**src/lsc_pkg.sv**
```systemverilog
// Constants, register map and state encoding of the latched SRAM controller.
// Assumes a 250 MHz system clock and an APB bus with 32-bit data.
package lsc_pkg;
  // Clock and device timing, in picoseconds
  localparam int CLK_PERIOD_PS = 4000;
  localparam int ACCESS_PS = 15000;
  localparam int WR_PULSE_PS = 15000;
  localparam int ALE_SETUP_PS = 4000;
  localparam int ALE_HOLD_PS = 2500;
  localparam int SLEEP_ENTRY_SETUP_PS = 100000;
  localparam int SLEEP_ENTRY_DELAY_PS = 1000000000;
  localparam int SLEEP_EXIT_DELAY_PS = 1000000000;
  localparam int SYNC_STAGES = 2;

  // Least times round up
  function automatic int cyc_min(input int ps);
    int c;
    c = (ps + CLK_PERIOD_PS - 1) / CLK_PERIOD_PS;
    return (c < 1) ? 1 : c;
  endfunction

  localparam int ACCESS_CYC = cyc_min(ACCESS_PS) + SYNC_STAGES;
  localparam int WR_PULSE_CYC = cyc_min(WR_PULSE_PS);
  localparam int ALE_SETUP_CYC = cyc_min(ALE_SETUP_PS);
  localparam int ALE_HOLD_CYC = cyc_min(ALE_HOLD_PS);
  localparam int SLEEP_SETUP_CYC = cyc_min(SLEEP_ENTRY_SETUP_PS);
  localparam int SLEEP_ENTRY_CYC = cyc_min(SLEEP_ENTRY_DELAY_PS);
  localparam int SLEEP_EXIT_CYC = cyc_min(SLEEP_EXIT_DELAY_PS);

  localparam int ADDR_W = 18;
  localparam int DATA_W = 16;
  localparam int CNT_W = 18;

  // Register byte offsets
  localparam logic [7:0] CTRL_OFS = 8'h00;
  localparam logic [7:0] ADDR_OFS = 8'h04;
  localparam logic [7:0] WDATA_OFS = 8'h08;
  localparam logic [7:0] STATUS_OFS = 8'h0c;
  localparam logic [7:0] RDATA_OFS = 8'h10;

  // Control fields
  localparam int CTRL_GO = 0;
  localparam int CTRL_WRITE = 1;
  localparam int CTRL_SLEEP = 2;
  localparam int CTRL_LATCH = 3;
  localparam int CTRL_LOW_EN = 4;
  localparam int CTRL_HIGH_EN = 5;
  localparam logic [5:0] CTRL_RESET = 6'h30;

  // Status fields
  localparam int STAT_BUSY = 0;
  localparam int STAT_SLEEPING = 1;
  localparam int STAT_DONE = 2;
  localparam int STAT_SINGLE = 3;
  localparam int STAT_MULTI = 4;

  typedef enum logic [3:0] {
    ST_IDLE = 4'h0,
    ST_SETUP = 4'h1,
    ST_LATCH = 4'h2,
    ST_ACT = 4'h3,
    ST_RECOV = 4'h4,
    ST_DONE = 4'h5,
    ST_SLP_SETUP = 4'h6,
    ST_SLP_ENTER = 4'h7,
    ST_SLEEP = 4'h8,
    ST_SLP_EXIT = 4'h9
  } lsc_state_type;
endpackage

```
**src/lsc_ctrl.sv**
```systemverilog
// Host controller for a latched-address asynchronous static memory with per-byte ECC.
// Assumes APB software access on sys_clk, and that the memory and pins sit outside the clock.
`timescale 1ns/1ns

// Summary of operation
// - After latching, the host may reuse address and chip select lines.
// - The host never drives the data pins during a read access.
// - Sleep request goes low only after chip select was high 100 ns.
// - During sleep the host holds chip select high and sleep request low.
// - Exit by raising sleep request; reselect only 1 ms later.
// - The host may watch either error flag; an unused one may float.
// - A write lasts while chip select, a byte enable and write enable overlap.
module lsc_ctrl #(
  parameter int SLEEP_ENTRY_CYC = lsc_pkg::SLEEP_ENTRY_CYC,
  parameter int SLEEP_EXIT_CYC = lsc_pkg::SLEEP_EXIT_CYC
) (
  // Clock and reset
  input wire logic sys_clk,
  input wire logic rstn,
  // APB slave
  input wire logic psel,
  input wire logic penable,
  input wire logic pwrite,
  input wire logic [7:0] paddr,
  input wire logic [31:0] pwdata,
  output logic [31:0] prdata,
  output logic pready,
  output logic pslverr,
  // Memory control pins
  output logic addr_latch_en_n,
  output logic chip_sel_n,
  output logic write_en_n,
  output logic output_en_n,
  output logic low_byte_en_n,
  output logic high_byte_en_n,
  output logic sleep_req_n,
  output logic [lsc_pkg::ADDR_W-1:0] addr_in,
  // Memory data pins, output enable low while driving
  input wire logic [lsc_pkg::DATA_W-1:0] data_in,
  output logic [lsc_pkg::DATA_W-1:0] data_out,
  output logic data_oe_n,
  // Memory error flags
  input wire logic single_err_flag,
  input wire logic multi_err_flag
);
  localparam int AW = lsc_pkg::ADDR_W;
  localparam int DW = lsc_pkg::DATA_W;
  localparam int CW = lsc_pkg::CNT_W;

  if (SLEEP_ENTRY_CYC < 1 || SLEEP_ENTRY_CYC >= (1 << CW) ||
      SLEEP_EXIT_CYC < 1 || SLEEP_EXIT_CYC >= (1 << CW)) begin : g_bad_param
    $error("sleep delay counts out of range");
  end

  function automatic logic [CW-1:0] load(input int cyc);
    return CW'(cyc - 1);
  endfunction

  // Strobe length of the access phase
  function automatic logic [CW-1:0] act_load(input logic wr);
    return wr ? load(lsc_pkg::WR_PULSE_CYC) : load(lsc_pkg::ACCESS_CYC);
  endfunction

  lsc_pkg::lsc_state_type state_q, state_d;
  logic [CW-1:0] cnt_q, cnt_d;
  logic [5:0] ctrl_q;
  logic go_q;
  logic [AW-1:0] addr_q;
  logic [DW-1:0] wdata_q;
  logic [DW-1:0] rdata_q;
  logic single_q, multi_q;
  logic done_q;
  logic [DW-1:0] din_s1_q, din_s2_q;
  logic [1:0] err_s1_q, err_s2_q;
  logic prdy_q, perr_q;
  logic [31:0] prd_q;
  logic cnt_zero;
  logic capture;
  logic apb_wr;
  logic done_clr;

  assign cnt_zero = (cnt_q == '0);
  assign apb_wr = psel && penable && pready && pwrite;
  assign done_clr = apb_wr && (paddr == lsc_pkg::STATUS_OFS) && pwdata[lsc_pkg::STAT_DONE];
  // Flags share the data path sync depth, so both are sampled together
  assign capture = (state_q == lsc_pkg::ST_ACT) && !ctrl_q[lsc_pkg::CTRL_WRITE] && cnt_zero;

  // Pin inputs pass two flip-flops; flags float outside reads and are only used at capture
  always_ff @(posedge sys_clk) begin
    if (!rstn) begin
      din_s1_q <= '0;
      din_s2_q <= '0;
      err_s1_q <= '0;
      err_s2_q <= '0;
    end else begin
      din_s1_q <= data_in;
      din_s2_q <= din_s1_q;
      err_s1_q <= {multi_err_flag, single_err_flag};
      err_s2_q <= err_s1_q;
    end
  end

  // Sequencer next state
  always_comb begin
    state_d = state_q;
    cnt_d = cnt_zero ? cnt_q : cnt_q - CW'(1);
    case (state_q)
      lsc_pkg::ST_IDLE: begin
        if (ctrl_q[lsc_pkg::CTRL_SLEEP]) begin
          state_d = lsc_pkg::ST_SLP_SETUP;
          cnt_d = load(lsc_pkg::SLEEP_SETUP_CYC);
        end else if (go_q) begin
          state_d = lsc_pkg::ST_SETUP;
          cnt_d = load(lsc_pkg::ALE_SETUP_CYC);
        end
      end
      lsc_pkg::ST_SETUP: begin
        if (cnt_zero) begin
          if (ctrl_q[lsc_pkg::CTRL_LATCH]) begin
            state_d = lsc_pkg::ST_LATCH;
            cnt_d = load(lsc_pkg::ALE_HOLD_CYC);
          end else begin
            state_d = lsc_pkg::ST_ACT;
            cnt_d = act_load(ctrl_q[lsc_pkg::CTRL_WRITE]);
          end
        end
      end
      lsc_pkg::ST_LATCH: begin
        if (cnt_zero) begin
          state_d = lsc_pkg::ST_ACT;
          cnt_d = act_load(ctrl_q[lsc_pkg::CTRL_WRITE]);
        end
      end
      lsc_pkg::ST_ACT: begin
        if (cnt_zero) begin
          state_d = ctrl_q[lsc_pkg::CTRL_WRITE] ? lsc_pkg::ST_RECOV : lsc_pkg::ST_DONE;
        end
      end
      lsc_pkg::ST_RECOV: state_d = lsc_pkg::ST_DONE;
      lsc_pkg::ST_DONE: state_d = lsc_pkg::ST_IDLE;
      lsc_pkg::ST_SLP_SETUP: begin
        if (!ctrl_q[lsc_pkg::CTRL_SLEEP]) begin
          state_d = lsc_pkg::ST_IDLE;
        end else if (cnt_zero) begin
          state_d = lsc_pkg::ST_SLP_ENTER;
          cnt_d = load(SLEEP_ENTRY_CYC);
        end
      end
      lsc_pkg::ST_SLP_ENTER: begin
        if (cnt_zero) begin
          state_d = lsc_pkg::ST_SLEEP;
        end
      end
      lsc_pkg::ST_SLEEP: begin
        if (!ctrl_q[lsc_pkg::CTRL_SLEEP]) begin
          state_d = lsc_pkg::ST_SLP_EXIT;
          cnt_d = load(SLEEP_EXIT_CYC);
        end
      end
      lsc_pkg::ST_SLP_EXIT: begin
        // No reselect until the exit delay has run out
        if (cnt_zero) begin
          state_d = lsc_pkg::ST_IDLE;
        end
      end
      default: state_d = lsc_pkg::ST_IDLE;
    endcase
  end

  always_ff @(posedge sys_clk) begin
    if (!rstn) begin
      state_q <= lsc_pkg::ST_IDLE;
      cnt_q <= '0;
    end else begin
      state_q <= state_d;
      cnt_q <= cnt_d;
    end
  end

  // Pins are decoded from the next state so each comes straight from a flip-flop
  always_ff @(posedge sys_clk) begin
    if (!rstn) begin
      addr_latch_en_n <= 1'b1;
      chip_sel_n <= 1'b1;
      write_en_n <= 1'b1;
      output_en_n <= 1'b1;
      low_byte_en_n <= 1'b1;
      high_byte_en_n <= 1'b1;
      sleep_req_n <= 1'b1;
      addr_in <= '0;
      data_out <= '0;
      data_oe_n <= 1'b1;
    end else begin
      case (state_d)
        lsc_pkg::ST_SETUP, lsc_pkg::ST_LATCH, lsc_pkg::ST_ACT, lsc_pkg::ST_RECOV: begin
          // Address and select settle with latch enable high, then fall to capture them
          addr_latch_en_n <= (state_d == lsc_pkg::ST_SETUP) || !ctrl_q[lsc_pkg::CTRL_LATCH];
          // Lines stay driven after latching although the memory holds them
          chip_sel_n <= 1'b0;
          addr_in <= addr_q;
          // Byte enables select the lanes written or driven
          low_byte_en_n <= !ctrl_q[lsc_pkg::CTRL_LOW_EN];
          high_byte_en_n <= !ctrl_q[lsc_pkg::CTRL_HIGH_EN];
          // Write enable falls last and rises first inside select and bytes
          write_en_n <= !(ctrl_q[lsc_pkg::CTRL_WRITE] && state_d == lsc_pkg::ST_ACT);
          // Output enable stays high on writes and low only in a read
          output_en_n <= !(!ctrl_q[lsc_pkg::CTRL_WRITE] && state_d == lsc_pkg::ST_ACT);
          // Data driven only for writes, held one cycle past write end
          data_oe_n <= !ctrl_q[lsc_pkg::CTRL_WRITE];
          data_out <= wdata_q;
          sleep_req_n <= 1'b1;
        end
        default: begin
          // Deselected standby between accesses
          addr_latch_en_n <= 1'b1;
          chip_sel_n <= 1'b1;
          write_en_n <= 1'b1;
          output_en_n <= 1'b1;
          low_byte_en_n <= 1'b1;
          high_byte_en_n <= 1'b1;
          data_oe_n <= 1'b1;
          // Sleep request low only after the setup wait, held low through sleep
          sleep_req_n <= !(state_d == lsc_pkg::ST_SLP_ENTER || state_d == lsc_pkg::ST_SLEEP);
        end
      endcase
    end
  end

  // Read data and error result of the last read
  always_ff @(posedge sys_clk) begin
    if (!rstn) begin
      rdata_q <= '0;
      single_q <= 1'b0;
      multi_q <= 1'b0;
    end else if (capture) begin
      // Disabled lanes float, so they read back as zero
      rdata_q <= din_s2_q & {{8{ctrl_q[lsc_pkg::CTRL_HIGH_EN]}},
                             {8{ctrl_q[lsc_pkg::CTRL_LOW_EN]}}};
      // Flags are only valid during a read with outputs on
      single_q <= err_s2_q[0];
      multi_q <= err_s2_q[1];
    end
  end

  // Sticky completion flag; a new completion beats a clear in the same cycle
  always_ff @(posedge sys_clk) begin
    if (!rstn) begin
      done_q <= 1'b0;
    end else if (state_q == lsc_pkg::ST_DONE) begin
      done_q <= 1'b1;
    end else if (done_clr) begin
      done_q <= 1'b0;
    end
  end

  // Software registers
  always_ff @(posedge sys_clk) begin
    if (!rstn) begin
      ctrl_q <= lsc_pkg::CTRL_RESET;
      go_q <= 1'b0;
      addr_q <= '0;
      wdata_q <= '0;
    end else begin
      if (state_q == lsc_pkg::ST_IDLE) begin
        go_q <= 1'b0;
      end
      if (apb_wr) begin
        case (paddr)
          lsc_pkg::CTRL_OFS: begin
            ctrl_q <= {pwdata[lsc_pkg::CTRL_HIGH_EN:lsc_pkg::CTRL_WRITE], 1'b0};
            if (state_q == lsc_pkg::ST_IDLE && !pwdata[lsc_pkg::CTRL_SLEEP]) begin
              go_q <= pwdata[lsc_pkg::CTRL_GO];
            end
          end
          lsc_pkg::ADDR_OFS: addr_q <= pwdata[AW-1:0];
          lsc_pkg::WDATA_OFS: wdata_q <= pwdata[DW-1:0];
          default: ;
        endcase
      end
    end
  end

  // APB answer: no wait states, registered data and error
  always_ff @(posedge sys_clk) begin
    if (!rstn) begin
      prdy_q <= 1'b0;
      perr_q <= 1'b0;
      prd_q <= '0;
    end else if (psel && !penable && !prdy_q) begin
      prdy_q <= 1'b1;
      perr_q <= 1'b0;
      prd_q <= '0;
      case (paddr)
        lsc_pkg::CTRL_OFS: prd_q <= {26'h0, ctrl_q};
        lsc_pkg::ADDR_OFS: prd_q <= {14'h0, addr_q};
        lsc_pkg::WDATA_OFS: prd_q <= {16'h0, wdata_q};
        lsc_pkg::STATUS_OFS: begin
          prd_q[lsc_pkg::STAT_BUSY] <= (state_q != lsc_pkg::ST_IDLE) || go_q;
          prd_q[lsc_pkg::STAT_SLEEPING] <= (state_q == lsc_pkg::ST_SLEEP);
          prd_q[lsc_pkg::STAT_DONE] <= done_q;
          prd_q[lsc_pkg::STAT_SINGLE] <= single_q;
          prd_q[lsc_pkg::STAT_MULTI] <= multi_q;
        end
        lsc_pkg::RDATA_OFS: prd_q <= {16'h0, rdata_q};
        default: perr_q <= 1'b1;
      endcase
    end else begin
      prdy_q <= 1'b0;
      perr_q <= 1'b0;
    end
  end

  assign pready = prdy_q;
  assign pslverr = perr_q;
  assign prdata = prd_q;
endmodule

```
**config.mk**
```make
export PLATFORM = sky130hd
export DESIGN_NAME = lsc_ctrl
export DESIGN_NICKNAME = d
export VERILOG_FILES = /design/src/lsc_pkg.sv /design/src/lsc_ctrl.sv
export SDC_FILE = /design/constraint.sdc
export NUM_CORES = 1
export LEC_CHECK = 0
export BUFFER_PORTS_ARGS = -buffer_cell sky130_fd_sc_hd__buf_2
export CORE_MARGIN = 5
export CORE_UTILIZATION = 40
export CTS_BUF_LIST = sky130_fd_sc_hd__clkbuf_2 sky130_fd_sc_hd__clkbuf_4 sky130_fd_sc_hd__clkbuf_8
export CTS_CLUSTER_DIAMETER = 40
export DETAILED_ROUTE_END_ITERATION = 10
export GPL_ROUTABILITY_DRIVEN = 0
export PLACE_DENSITY_LB_ADDON = 0.2
export SKIP_LAST_GASP = 1
export SYNTH_ARGS = -nofsm -noshare
export SYNTH_HDL_FRONTEND = slang
export SYNTH_SLANG_ARGS = --single-unit
```
**constraint.sdc**
```tcl
create_clock -name sys_clk -period 2.65 [get_ports sys_clk]
set_input_delay 0.1325 -clock sys_clk [delete_from_list [all_inputs] [get_ports sys_clk]]
set_output_delay 0.1325 -clock sys_clk [all_outputs]
set_load 0.01 [all_outputs]
```
# --- Yosys cells after proc, flatten, opt, wreduce, memory -nomap -nowiden ---
# Index checks and enable logic that the tools add are counted.
word_totals:
  reg_bits: 193
  in_bits: 63
  output_inout_bits: 76
  wordCells: 122
op_classes:
  n_addsub: 1
  n_eq_ne: 19
  mux: 35
  bitwise: 2
  reduce_logical: 38
ops:
  columns: ["operator", "count"]
  rows:
  - ["2-to-1 mux 18 bit", 8]
  - ["case mux 18 bit (5 select lines)", 1]
  - ["case mux 13 bit (4 select lines)", 1]
  - ["2-to-1 mux 4 bit", 10]
  - ["case mux 4 bit (9 select lines)", 1]
  - ["case mux 5 bit (5 select lines)", 1]
  - ["equality test 4 x 3 -> 1 bit, second input constant", 6]
  - ["logical NOT 18 bit", 1]
  - ["subtractor 18 x 1 -> 18 bit, second input constant", 1]
  - ["AND 16 bit", 1]
  - ["equality test 4 x 2 -> 1 bit, second input constant", 4]
  - ["equality test 8 x 4 -> 1 bit, second input constant", 2]
  - ["equality test 4 bit, second input constant", 3]
  - ["logical AND 1 bit", 12]
  - ["2-to-1 mux 1 bit", 11]
  - ["logical NOT 1 bit", 10]
  - ["AND reduction 2 bit", 5]
  - ["OR reduction 5 bit", 2]
  - ["equality test 4 x 1 -> 1 bit, second input constant", 2]
  - ["equality test 8 x 3 -> 1 bit, second input constant", 1]
  - ["equality test 8 x 5 -> 1 bit, second input constant", 1]
  - ["logical NOT 8 bit", 1]
  - ["2-to-1 mux 3 bit", 2]
  - ["logical NOT 4 bit", 1]
  - ["other kinds (5)", 7]

# --- Depth between registers and ports, before layout ---
# Gate-level depths: netlist of run 1.
depth:
  word_depth: 7
  ltp_mapped: 12
  depth_no_buf: 12

# --- Least setup slack after synthesis of run 1 ---
# No wires, ideal clock.
synth_path:
  kind: "register to register"
  start: "reg cnt_q[0]"
  end: "reg addr_in[0] in the netlist's numbering"
  setup_ps: 72
  arrival_ps: 2679
  t_required_ps: 2578
  setup_slack_ps: -101
  stages_incl_launch_ff: 11
  path_buffers: 1
  period_less_slack_ps: 2751
  cell_sequence: "dfxtp_1 > inv_1 > ha_1 > or4b_2 > nor4_1 > o221ai_1 > a21oi_1 > o21ai_4 > mux2i_4 > buf_12 > mux2i_1"
synth_via:
  elab_chain_len: 6
  elab_cells_between_ends: 14
  classes_between: "eq/ne (4); mux (8); reduce/logical (2)"
synth_lines:
  columns: ["item", "line_no", "rtl"]
  rows:
  - ["start: declaration", "lsc_ctrl.sv:65", "logic [CW-1:0] cnt_q, cnt_d;"]
  - ["start signal: assignment", "lsc_ctrl.sv:176", "cnt_q <= cnt_d;"]
  - ["logical NOT 18 bit *", "lsc_ctrl.sv:82", "assign cnt_zero = (cnt_q == '0);"]
  - ["2-to-1 mux 4 bit", "lsc_ctrl.sv:144", "end else if (cnt_zero) begin"]
  - ["2-to-1 mux 4 bit", "lsc_ctrl.sv:142", "if (!ctrl_q[lsc_pkg::CTRL_SLEEP]) begin"]
  - ["case mux 4 bit (9 select lines) *", "lsc_ctrl.sv:107", "case (state_q)"]
  - ["equality test 4 x 1 -> 1 bit, or another cell as far along", "lsc_ctrl.sv:194", "case (state_d)"]
  - ["OR reduction 4 bit *", "lsc_ctrl.sv:194", null]
  - ["end signal: assignment", "lsc_ctrl.sv:200", "addr_in <= addr_q;"]
  - ["end: declaration", "lsc_ctrl.sv:37", "output logic [lsc_pkg::ADDR_W-1:0] addr_in,"]
# Every way passes the cells marked *; elsewhere a longest branch is shown, timed or not.
# A chain may end at the register's enable or synchronous reset.

# --- Worst setup path after layout of run 1 ---
layout_path:
  start: "reg cnt_q[13]"
  end: "reg addr_in[2] in the netlist's numbering"
# Same word-level chain as after synthesis.

==> results of run 1 <==
==> how the worst max path moves through the flow <==
stage                    from           to  slack [ns]  depth (start not counted)
global route        cnt_q[13]   addr_in[8]       -0.11                         11
floorplan           cnt_q[13]   addr_in[0]       -0.06                          8
detailed placement   cnt_q[0]   addr_in[7]       -0.29                         10
global placement     cnt_q[0]  addr_in[14]       -0.21                         10
CTS                 cnt_q[13]  data_out[0]       -0.07                          9
finish              cnt_q[13]   addr_in[2]       -0.01                          9
==> where the power goes <==
part	switching, mW	internal, mW
logic	1.97	2.02
registers	0.124	2.85
clock network	1.07	0.693
total	3.16	5.56
==> flip-flops by register name, indices dropped and copies added, names as in the netlist, 2 cells and up <==
| name | count |
|---|---|
| addr_q | 18 |
| addr_in | 18 |
| data_out | 16 |
| err_s1_q | 2 |
| din_s1_q | 16 |
| ctrl_q | 5 |
| state_q | 4 |
| cnt_q | 18 |
| wdata_q | 16 |
| din_s2_q | 16 |
| prdata | 18 |
| rdata_q | 16 |
| err_s2_q | 2 |
==> cells by family after synthesis <==
| logic type | after synthesis |
|---|---|
| AND/OR/NAND/NOR | 387 |
| flip-flops | 179 |
| AO/OA/AOI/OAI | 140 |
| buffers and inverters | 80 |
| multiplexers | 59 |
| XOR/XNOR | 14 |
| adder cells (fa/ha/maj) | 3 |
| other | 1 |
==> per-layer routing <==
layer | share of wire, % | routed length, µm
met5 | 0 | 0
met4 | 1.5 | 298
met3 | 5.1 | 1050
met2 | 43 | 8700
met1 | 51 | 10300
==> cell type report <==
cell class                      count  area share, %
Clock buffer                       18           2.59
Clock inverter                     14           1.33
Inverter                            7          0.308
Multi-Input combinational cell    617           38.6
Sequential cell                   179           38.4
Tap cell                          234           3.14
Timing Repair Buffer              204           15.6
==> worst max-delay path, delay by kind of cell (launching register included) <==
family	cells	cell delay (ns)
AO/OA/AOI/OAI	1	0.18
flip-flops	1	0.33
multiplexers	2	0.50
AND/OR/NAND/NOR	4	1.27
buffers and inverters	2	0.30
==> synthesized netlist by cell type (2+ instances only) <==
cell type / count / area [µm²]
o221ai_1: 3 / 26.3
ha_1: 2 / 25.0
nand3_1: 36 / 180
o21a_1: 6 / 45.0
a221oi_1: 2 / 17.5
or4_4: 2 / 22.5
nor3b_1: 2 / 15.0
a211o_1: 2 / 17.5
o31ai_1: 2 / 15.0
or4_1: 2 / 15.0
o211ai_1: 3 / 22.5
xnor2_1: 10 / 87.6
dfxtp_1: 179 / 3580
and2_1: 41 / 257
a31oi_1: 4 / 25.0
o21bai_1: 2 / 15.0
nor3_1: 16 / 80.1
a211oi_1: 3 / 22.5
a22o_1: 2 / 17.5
a21oi_1: 75 / 375
nand2b_1: 5 / 31.3
nor2b_1: 8 / 50.1
o22ai_1: 2 / 12.5
a222oi_1: 16 / 160
buf_2: 4 / 20.0
buf_1: 4 / 15.0
nor4_1: 9 / 56.3
inv_1: 5 / 18.8
buf_4: 15 / 113
mux2i_1: 55 / 551
o21ai_0: 13 / 65.1
buf_12: 3 / 60.1
mux2_2: 3 / 33.8
clkbuf_1: 47 / 176
inv_2: 2 / 7.51
and3_1: 4 / 25.0
xor2_1: 4 / 35.0
nor2_1: 84 / 315
or3_1: 5 / 31.3
or2_2: 2 / 12.5
nand2_1: 160 / 601
==> what timing repair did <==
item,in CTS,in global routing
endpoints found under the hold margin,61,0
setup endpoints to repair,41,63
pin swaps,4,21
gates resized for setup,6,13
hold buffers,37,0
gates cloned,2,1
setup buffers,3,2
==> metrics.md, run 1 <==
| Metric | Value |
|---|---|
| CTS clock-pin slew for the worst setup and hold paths | 0.10 ns |
| Avg Inst Size Synth | 8.64 µm² |
| Row count | 50 |
| Layout cell share with drive strength beyond 1 | 22.2% |
| Synth Cell Area | 7460 µm² |
| Routed length per instance | 16.0 µm |
| Placement Setup Slack | -0.288 ns |
| Port Buffer Count | 110 |
| CTS H-tree lvls | 4 |
| Slew Limit Fails | 0 |
| Storage element area | 3580 µm² |
| Nets | 1091 |
| Overall power | 8.72 mW |
| Critical Path Max Stage Delay | 0.52 ns |
| Mux contribution to synthesized area | 8.14% |
| Worst slew pin tran | 0.695 ns |
| YS warnings | 0 |
| Commonest non-fill, non-tap cell in the layout | dfxtp_1 |
| Die Height | 147 µm |
| Post-synth EDFFs | 0 |
| Cell variety after synth | 60 |
| Vias in the first global route | 6108 |
| GR peak layer | met2 |
| Synth Area in XOR/XNOR | 1.64% |
| #FFs+latches synth | 179 |
| Placed cell count | 1196 |
| Multi-input logic area | 3600 µm² |
| Leak | 3.79 nW |
| Worst r2r src | cnt_q[13] |
| Remaining routing DRC violations | 0 |
| Failing checks | setup timing |
| Worst slew margin | 53.5% |
| CP Class | reg -> reg |
| Hold Vio Cnt, Final | 0 |
| Cell repeated most along the worst path | or4_4 |
| Worst Hold Path Cells | 3 |
| CP max stage cell | or4_4 |
| R2R setup slack | -0.01 ns |
| Simple-Gate Fraction of Synth Area | 24.2% |
| Hold path endpoint | prdata[0] |
| CP endpoint kind | register |
| HP Start | paddr[3] |
| Total CTS buffers | 17 |
| Vias/cell | 5.05 |
| Met3 Use GR | 3.85% |
| CP Launch Type | register |
| Starting Density | 40.3% |
| Die area | 21500 µm² |
| Met2 usage | 28.0% |
| Fin crit share | 100% |
| Initial antenna violation count | 0 |
| Gr usage total | 18.9% |
| Setup tns final | -0.0383 ns |
| Global-route wire length before repair | 32800 µm |
| FILL cells | 1805 |
| CTS tree | done |
| Non-Filler Instances | 1273 |
| Worst hold slack | 0.0541 ns |
| Final ANT Viol Nets | 0 |
| Fmax | 376 MHz |
| Ys async rst share | 0% |
| Grt ovf | 0 |
| Power density over the cells | 934 nW/µm² |
| Layout area overhead | 25.2% |
| Final min period | 2.66 ns |
| Die X | 147 µm |
| Antenna diodes | 0 |
| Routing usage on met1 | 27.7% |
| Core area | 18500 µm² |
| CP max FO | 9 |
| Reg-to-Reg End | addr_in[2] |
| First-pass detailed-route iteration total | 5 |
| Max Buffers Root-to-Sink | 2 |
| Final instance area | 9340 µm² |
| DP Area | 8390 µm² |
| Final setup skew | 0.0105 ns |
| Sink Count | 179 |
| Total routed wirelength | 20400 µm |
| Peak supply drop | 499 µV |
| Status | complete, but fails checks |
| Sequential area share after synthesis | 48.0% |
| Slack of the critical path | -0.0112 ns |
| Max Cap Viol | 0 |
| Setup Viol. Count Final | 8 |
| I/O pin total | 139 |
| Post-DP HPWL | 14100 µm |
| Syn Inst Count | 863 |
| RSZ-0062 raised after global routing | yes |
| Most frequent cells in the layout | dfxtp_1 (178), nand2_1 (160), buf_2 (109) |
| Main flop type after synthesis | dfxtp_1 |
| Root Buffer | clkbuf_8 |
| Compound-Gate Fraction of Synth Area | 11.9% |
| Final Core Density | 50.4% |
| Adder-Cell Fraction of Synth Area | 0.470% |
| Largest net degree at the start of global routing | 60 |
| Worst reg-to-reg path cell count | 9 |
| Required @ worst endpoint | 3.05 ns |
| Routed vias | 6428 |
| Clock Latency Late Sink | 0.46 ns |
| Largest family of logic cells by synthesized area | simple AND/OR/NAND/NOR gates |
| First-iteration detailed-routing DRC count | 537 |
| Critical Path, Cell by Cell | or4_4 > or4_4 > nor2_4 > nand4_4 > o21ai_4 > mux2i_4 > buf_12 > buf_16 > mux2i_1 |
| Hold WC Path Type | in -> reg |
| Worst EP arrival | 3.06 ns |
Power figures use the tool's default switching activity.
==> run 2: changes to the inputs <==
CORE_UTILIZATION = 45   (was 40)
==> run 2 against run 1 <==
The run still ends with setup timing left. Routed wire length down 0.35%. Power up 8.9%. Via count up 2.1%. Clock skew up 0.0047 ns. Worst hold slack worse by 0.017 ns. Final cell count about the same. Worst setup slack worse by 0.0040 ns. Combinational power up 15%. Critical path type unchanged. Largest cell class unchanged.
==> metrics.md, run 2 (synthesis gave the netlist of run 1 again) <==
| Metric | Value |
|---|---|
| Status | complete, but fails checks |
| Failing checks | setup timing |
| Gr usage total | 20.8% (+2.0 points) |
| Global-route wire length before repair | 32900 µm (+0.12%) |
| Register share of total power | 31.2% (-2.9 points) |
| Placed cell count | 1188 (-0.67%) |
| Core area | 16400 µm² (-11%) |
| I/O pin total | 139 (unchanged) |
| Clock power frac | 20.7% (+0.5 points) |
| Non-Filler Instances | 1274 (+0.079%) |
| Antenna diodes | 0 (unchanged) |
| Initial antenna violation count | 0 (unchanged) |
| Max Cap Viol | 0 (unchanged) |
| First-pass detailed-route iteration total | 5 (unchanged) |
| FILL cells | 1485 (-18%) |
| Die Height | 139 µm (-5.3%) |
| Final setup skew | 0.0152 ns (+0.00468 ns) |
| Final min period | 2.67 ns (+0.00398 ns) |
| Commonest non-fill, non-tap cell in the layout | dfxtp_1 |
| Clock Latency Late Sink | 0.47 ns (about the same) |
| CTS clock-pin slew for the worst setup and hold paths | 0.10 ns (about the same) |
| RSZ-0062 raised after global routing | yes |
| CP endpoint kind | register |
| Final instance area | 9580 µm² (+2.6%) |
| Power density over the cells | 992 nW/µm² (+6.1%) |
| CP Launch Type | register |
| Peak supply drop | 1150 µV (+130%) |
| Hold WC Path Type | in -> reg |
| Combinational share of power | 48.1% (+2.4 points) |
| Required @ worst endpoint | 3.05 ns (about the same) |
| Fmax | 375 MHz (-0.15%) |
| Switching pwr | 3.35 mW (+5.9%) |
| CP max FO | 4 (-5) |
| Root Buffer | clkbuf_8 |
| Switching share of power | 35.2% (-1.0 points) |
| Total routed wirelength | 20300 µm (-0.35%) |
| Post-DP HPWL | 13500 µm (-4.5%) |
| CP Class | reg -> reg |
| CTS H-tree lvls | 4 (unchanged) |
| Total CTS buffers | 17 (unchanged) |
| Fin crit share | 101% (+0.15 points) |
| Grt ovf | 0 (unchanged) |
| CTS tree | done |
| Setup tns final | -0.0877 ns (-0.0494 ns) |
| Routed length per instance | 15.9 µm (-0.43%) |
| Slew Limit Fails | 0 (unchanged) |
| Nets | 1106 (+1.4%) |
| Vias in the first global route | 6163 (+0.90%) |
| Vias/cell | 5.15 (+2.0%) |
| Worst slew pin tran | 0.670 ns (-0.0251 ns) |
| Int Power | 6.15 mW (+11%) |
| Port Buffer Count | 110 (unchanged) |
| Remaining routing DRC violations | 0 (unchanged) |
| Final ANT Viol Nets | 0 (unchanged) |
| First-iteration detailed-routing DRC count | 552 (+2.8%) |
| Max Buffers Root-to-Sink | 2 (unchanged) |
| Hold Vio Cnt, Final | 0 (unchanged) |
| DP Area | 8420 µm² (+0.33%) |
| Setup Viol. Count Final | 10 (+2) |
| Layout area overhead | 28.5% |
| Routed vias | 6560 (+2.1%) |
| Largest net degree at the start of global routing | 60 (unchanged) |
| Worst slew margin | 55.2% (+1.7 points) |
| Worst EP arrival | 3.07 ns (about the same) |
| Slack of the critical path | -0.0152 ns (-0.00398 ns) |
| Leak | 3.93 nW (+3.6%) |
| Row count | 47 (-6.0%) |
| Die X | 139 µm (-5.3%) |
| Placement Setup Slack | -0.267 ns (+0.0211 ns) |
| Most frequent cells in the layout | dfxtp_1 (178), nand2_1 (160), buf_2 (109) |
| R2R setup slack | -0.02 ns (about the same) |
| Die area | 19200 µm² (-10%) |
| Layout cell share with drive strength beyond 1 | 23.5% (+1.3 points) |
| Sink Count | 179 (unchanged) |
| Starting Density | 45.5% (+5.2 points) |
run 2: cell count changes in the layout (fill, tap and decap cells not counted), sizes merged:
| cell | previous run | this run |
|---|---|---|
| dlygate4sd3 | 37 | 36 |
| buf | 166 | 179 |
| clkbuf | 19 | 21 |
| clkinvlp | 2 | 1 |
| bufinv | 0 | 2 |
run 2: critical path, stage by stage (launching register included):
cell       delay (ns)
dfxtp_2          0.33
or4_4            0.55
or4_4            0.46
nor2_4           0.16
nand4_4          0.13
o21ai_4          0.19
mux2i_4          0.28
buf_6            0.17
clkbuf_16        0.16
mux2i_1          0.17
run 2: cell type report:
cell class | instances | area [µm²] | area share, %
multi-input cells | 617 | 3610 | 37.7
repair buffers | 219 | 1650 | 17.2
clock inverters | 15 | 191 | 2.00
clock buffers | 17 | 234 | 2.44
flip-flops and latches | 179 | 3580 | 37.4
well taps | 220 | 275 | 2.87
inverters | 7 | 31.3 | 0.326
run 2: metal layers:
layer	vias to the layer above	routed length, µm	global-route usage [%]
li1	3281	-	-
met1	3038	9890	30.5
met2	215	8830	30.4
met3	26	1260	5.00
met4	0	312	6.54
met5	-	0	0
run 2: what timing repair did:
action	4_1_cts	5_1_grt
setup endpoints to repair	56	72
hold endpoints to repair	57	0
cloned	3	5
hold buffers	36	0
pin swaps	8	18
setup buffers	7	4
resized for setup	11	16
run 2: final timing paths:
kind                                   start  cells after the start            to
worst min-delay path                paddr[3]                      3     prdata[0]
worst min register to register  din_s1_q[12]                      1  din_s2_q[12]
worst max register to register     cnt_q[13]                      9   addr_in[15]
worst max-delay path               cnt_q[13]                      9   addr_in[15]
run 2: power groups by stage:
stage / clock network (mW) / logic (mW) / registers (mW)
after floorplan: 0 / 2.55 / 3.00
after global placement: 0 / 3.27 / 3.02
after detailed placement: 0 / 3.27 / 3.02
after CTS: 2.01 / 4.18 / 2.96
after global routing: 2.13 / 4.89 / 2.99
final: 1.96 / 4.57 / 2.97
run 2: stage by stage:
| step | util, % | hold WS (ns) | power (mW) |
|---|---|---|---|
| floorplan | - | 0.260 | 5.55 |
| global placement | 51.3 | 0.341 | 6.29 |
| detailed placement | 51.3 | 0.341 | 6.29 |
| CTS | 57.2 | 0.00836 | 9.16 |
| global route | 58.4 | 0.00928 | 10.0 |
| finish | 58.4 | 0.0371 | 9.50 |
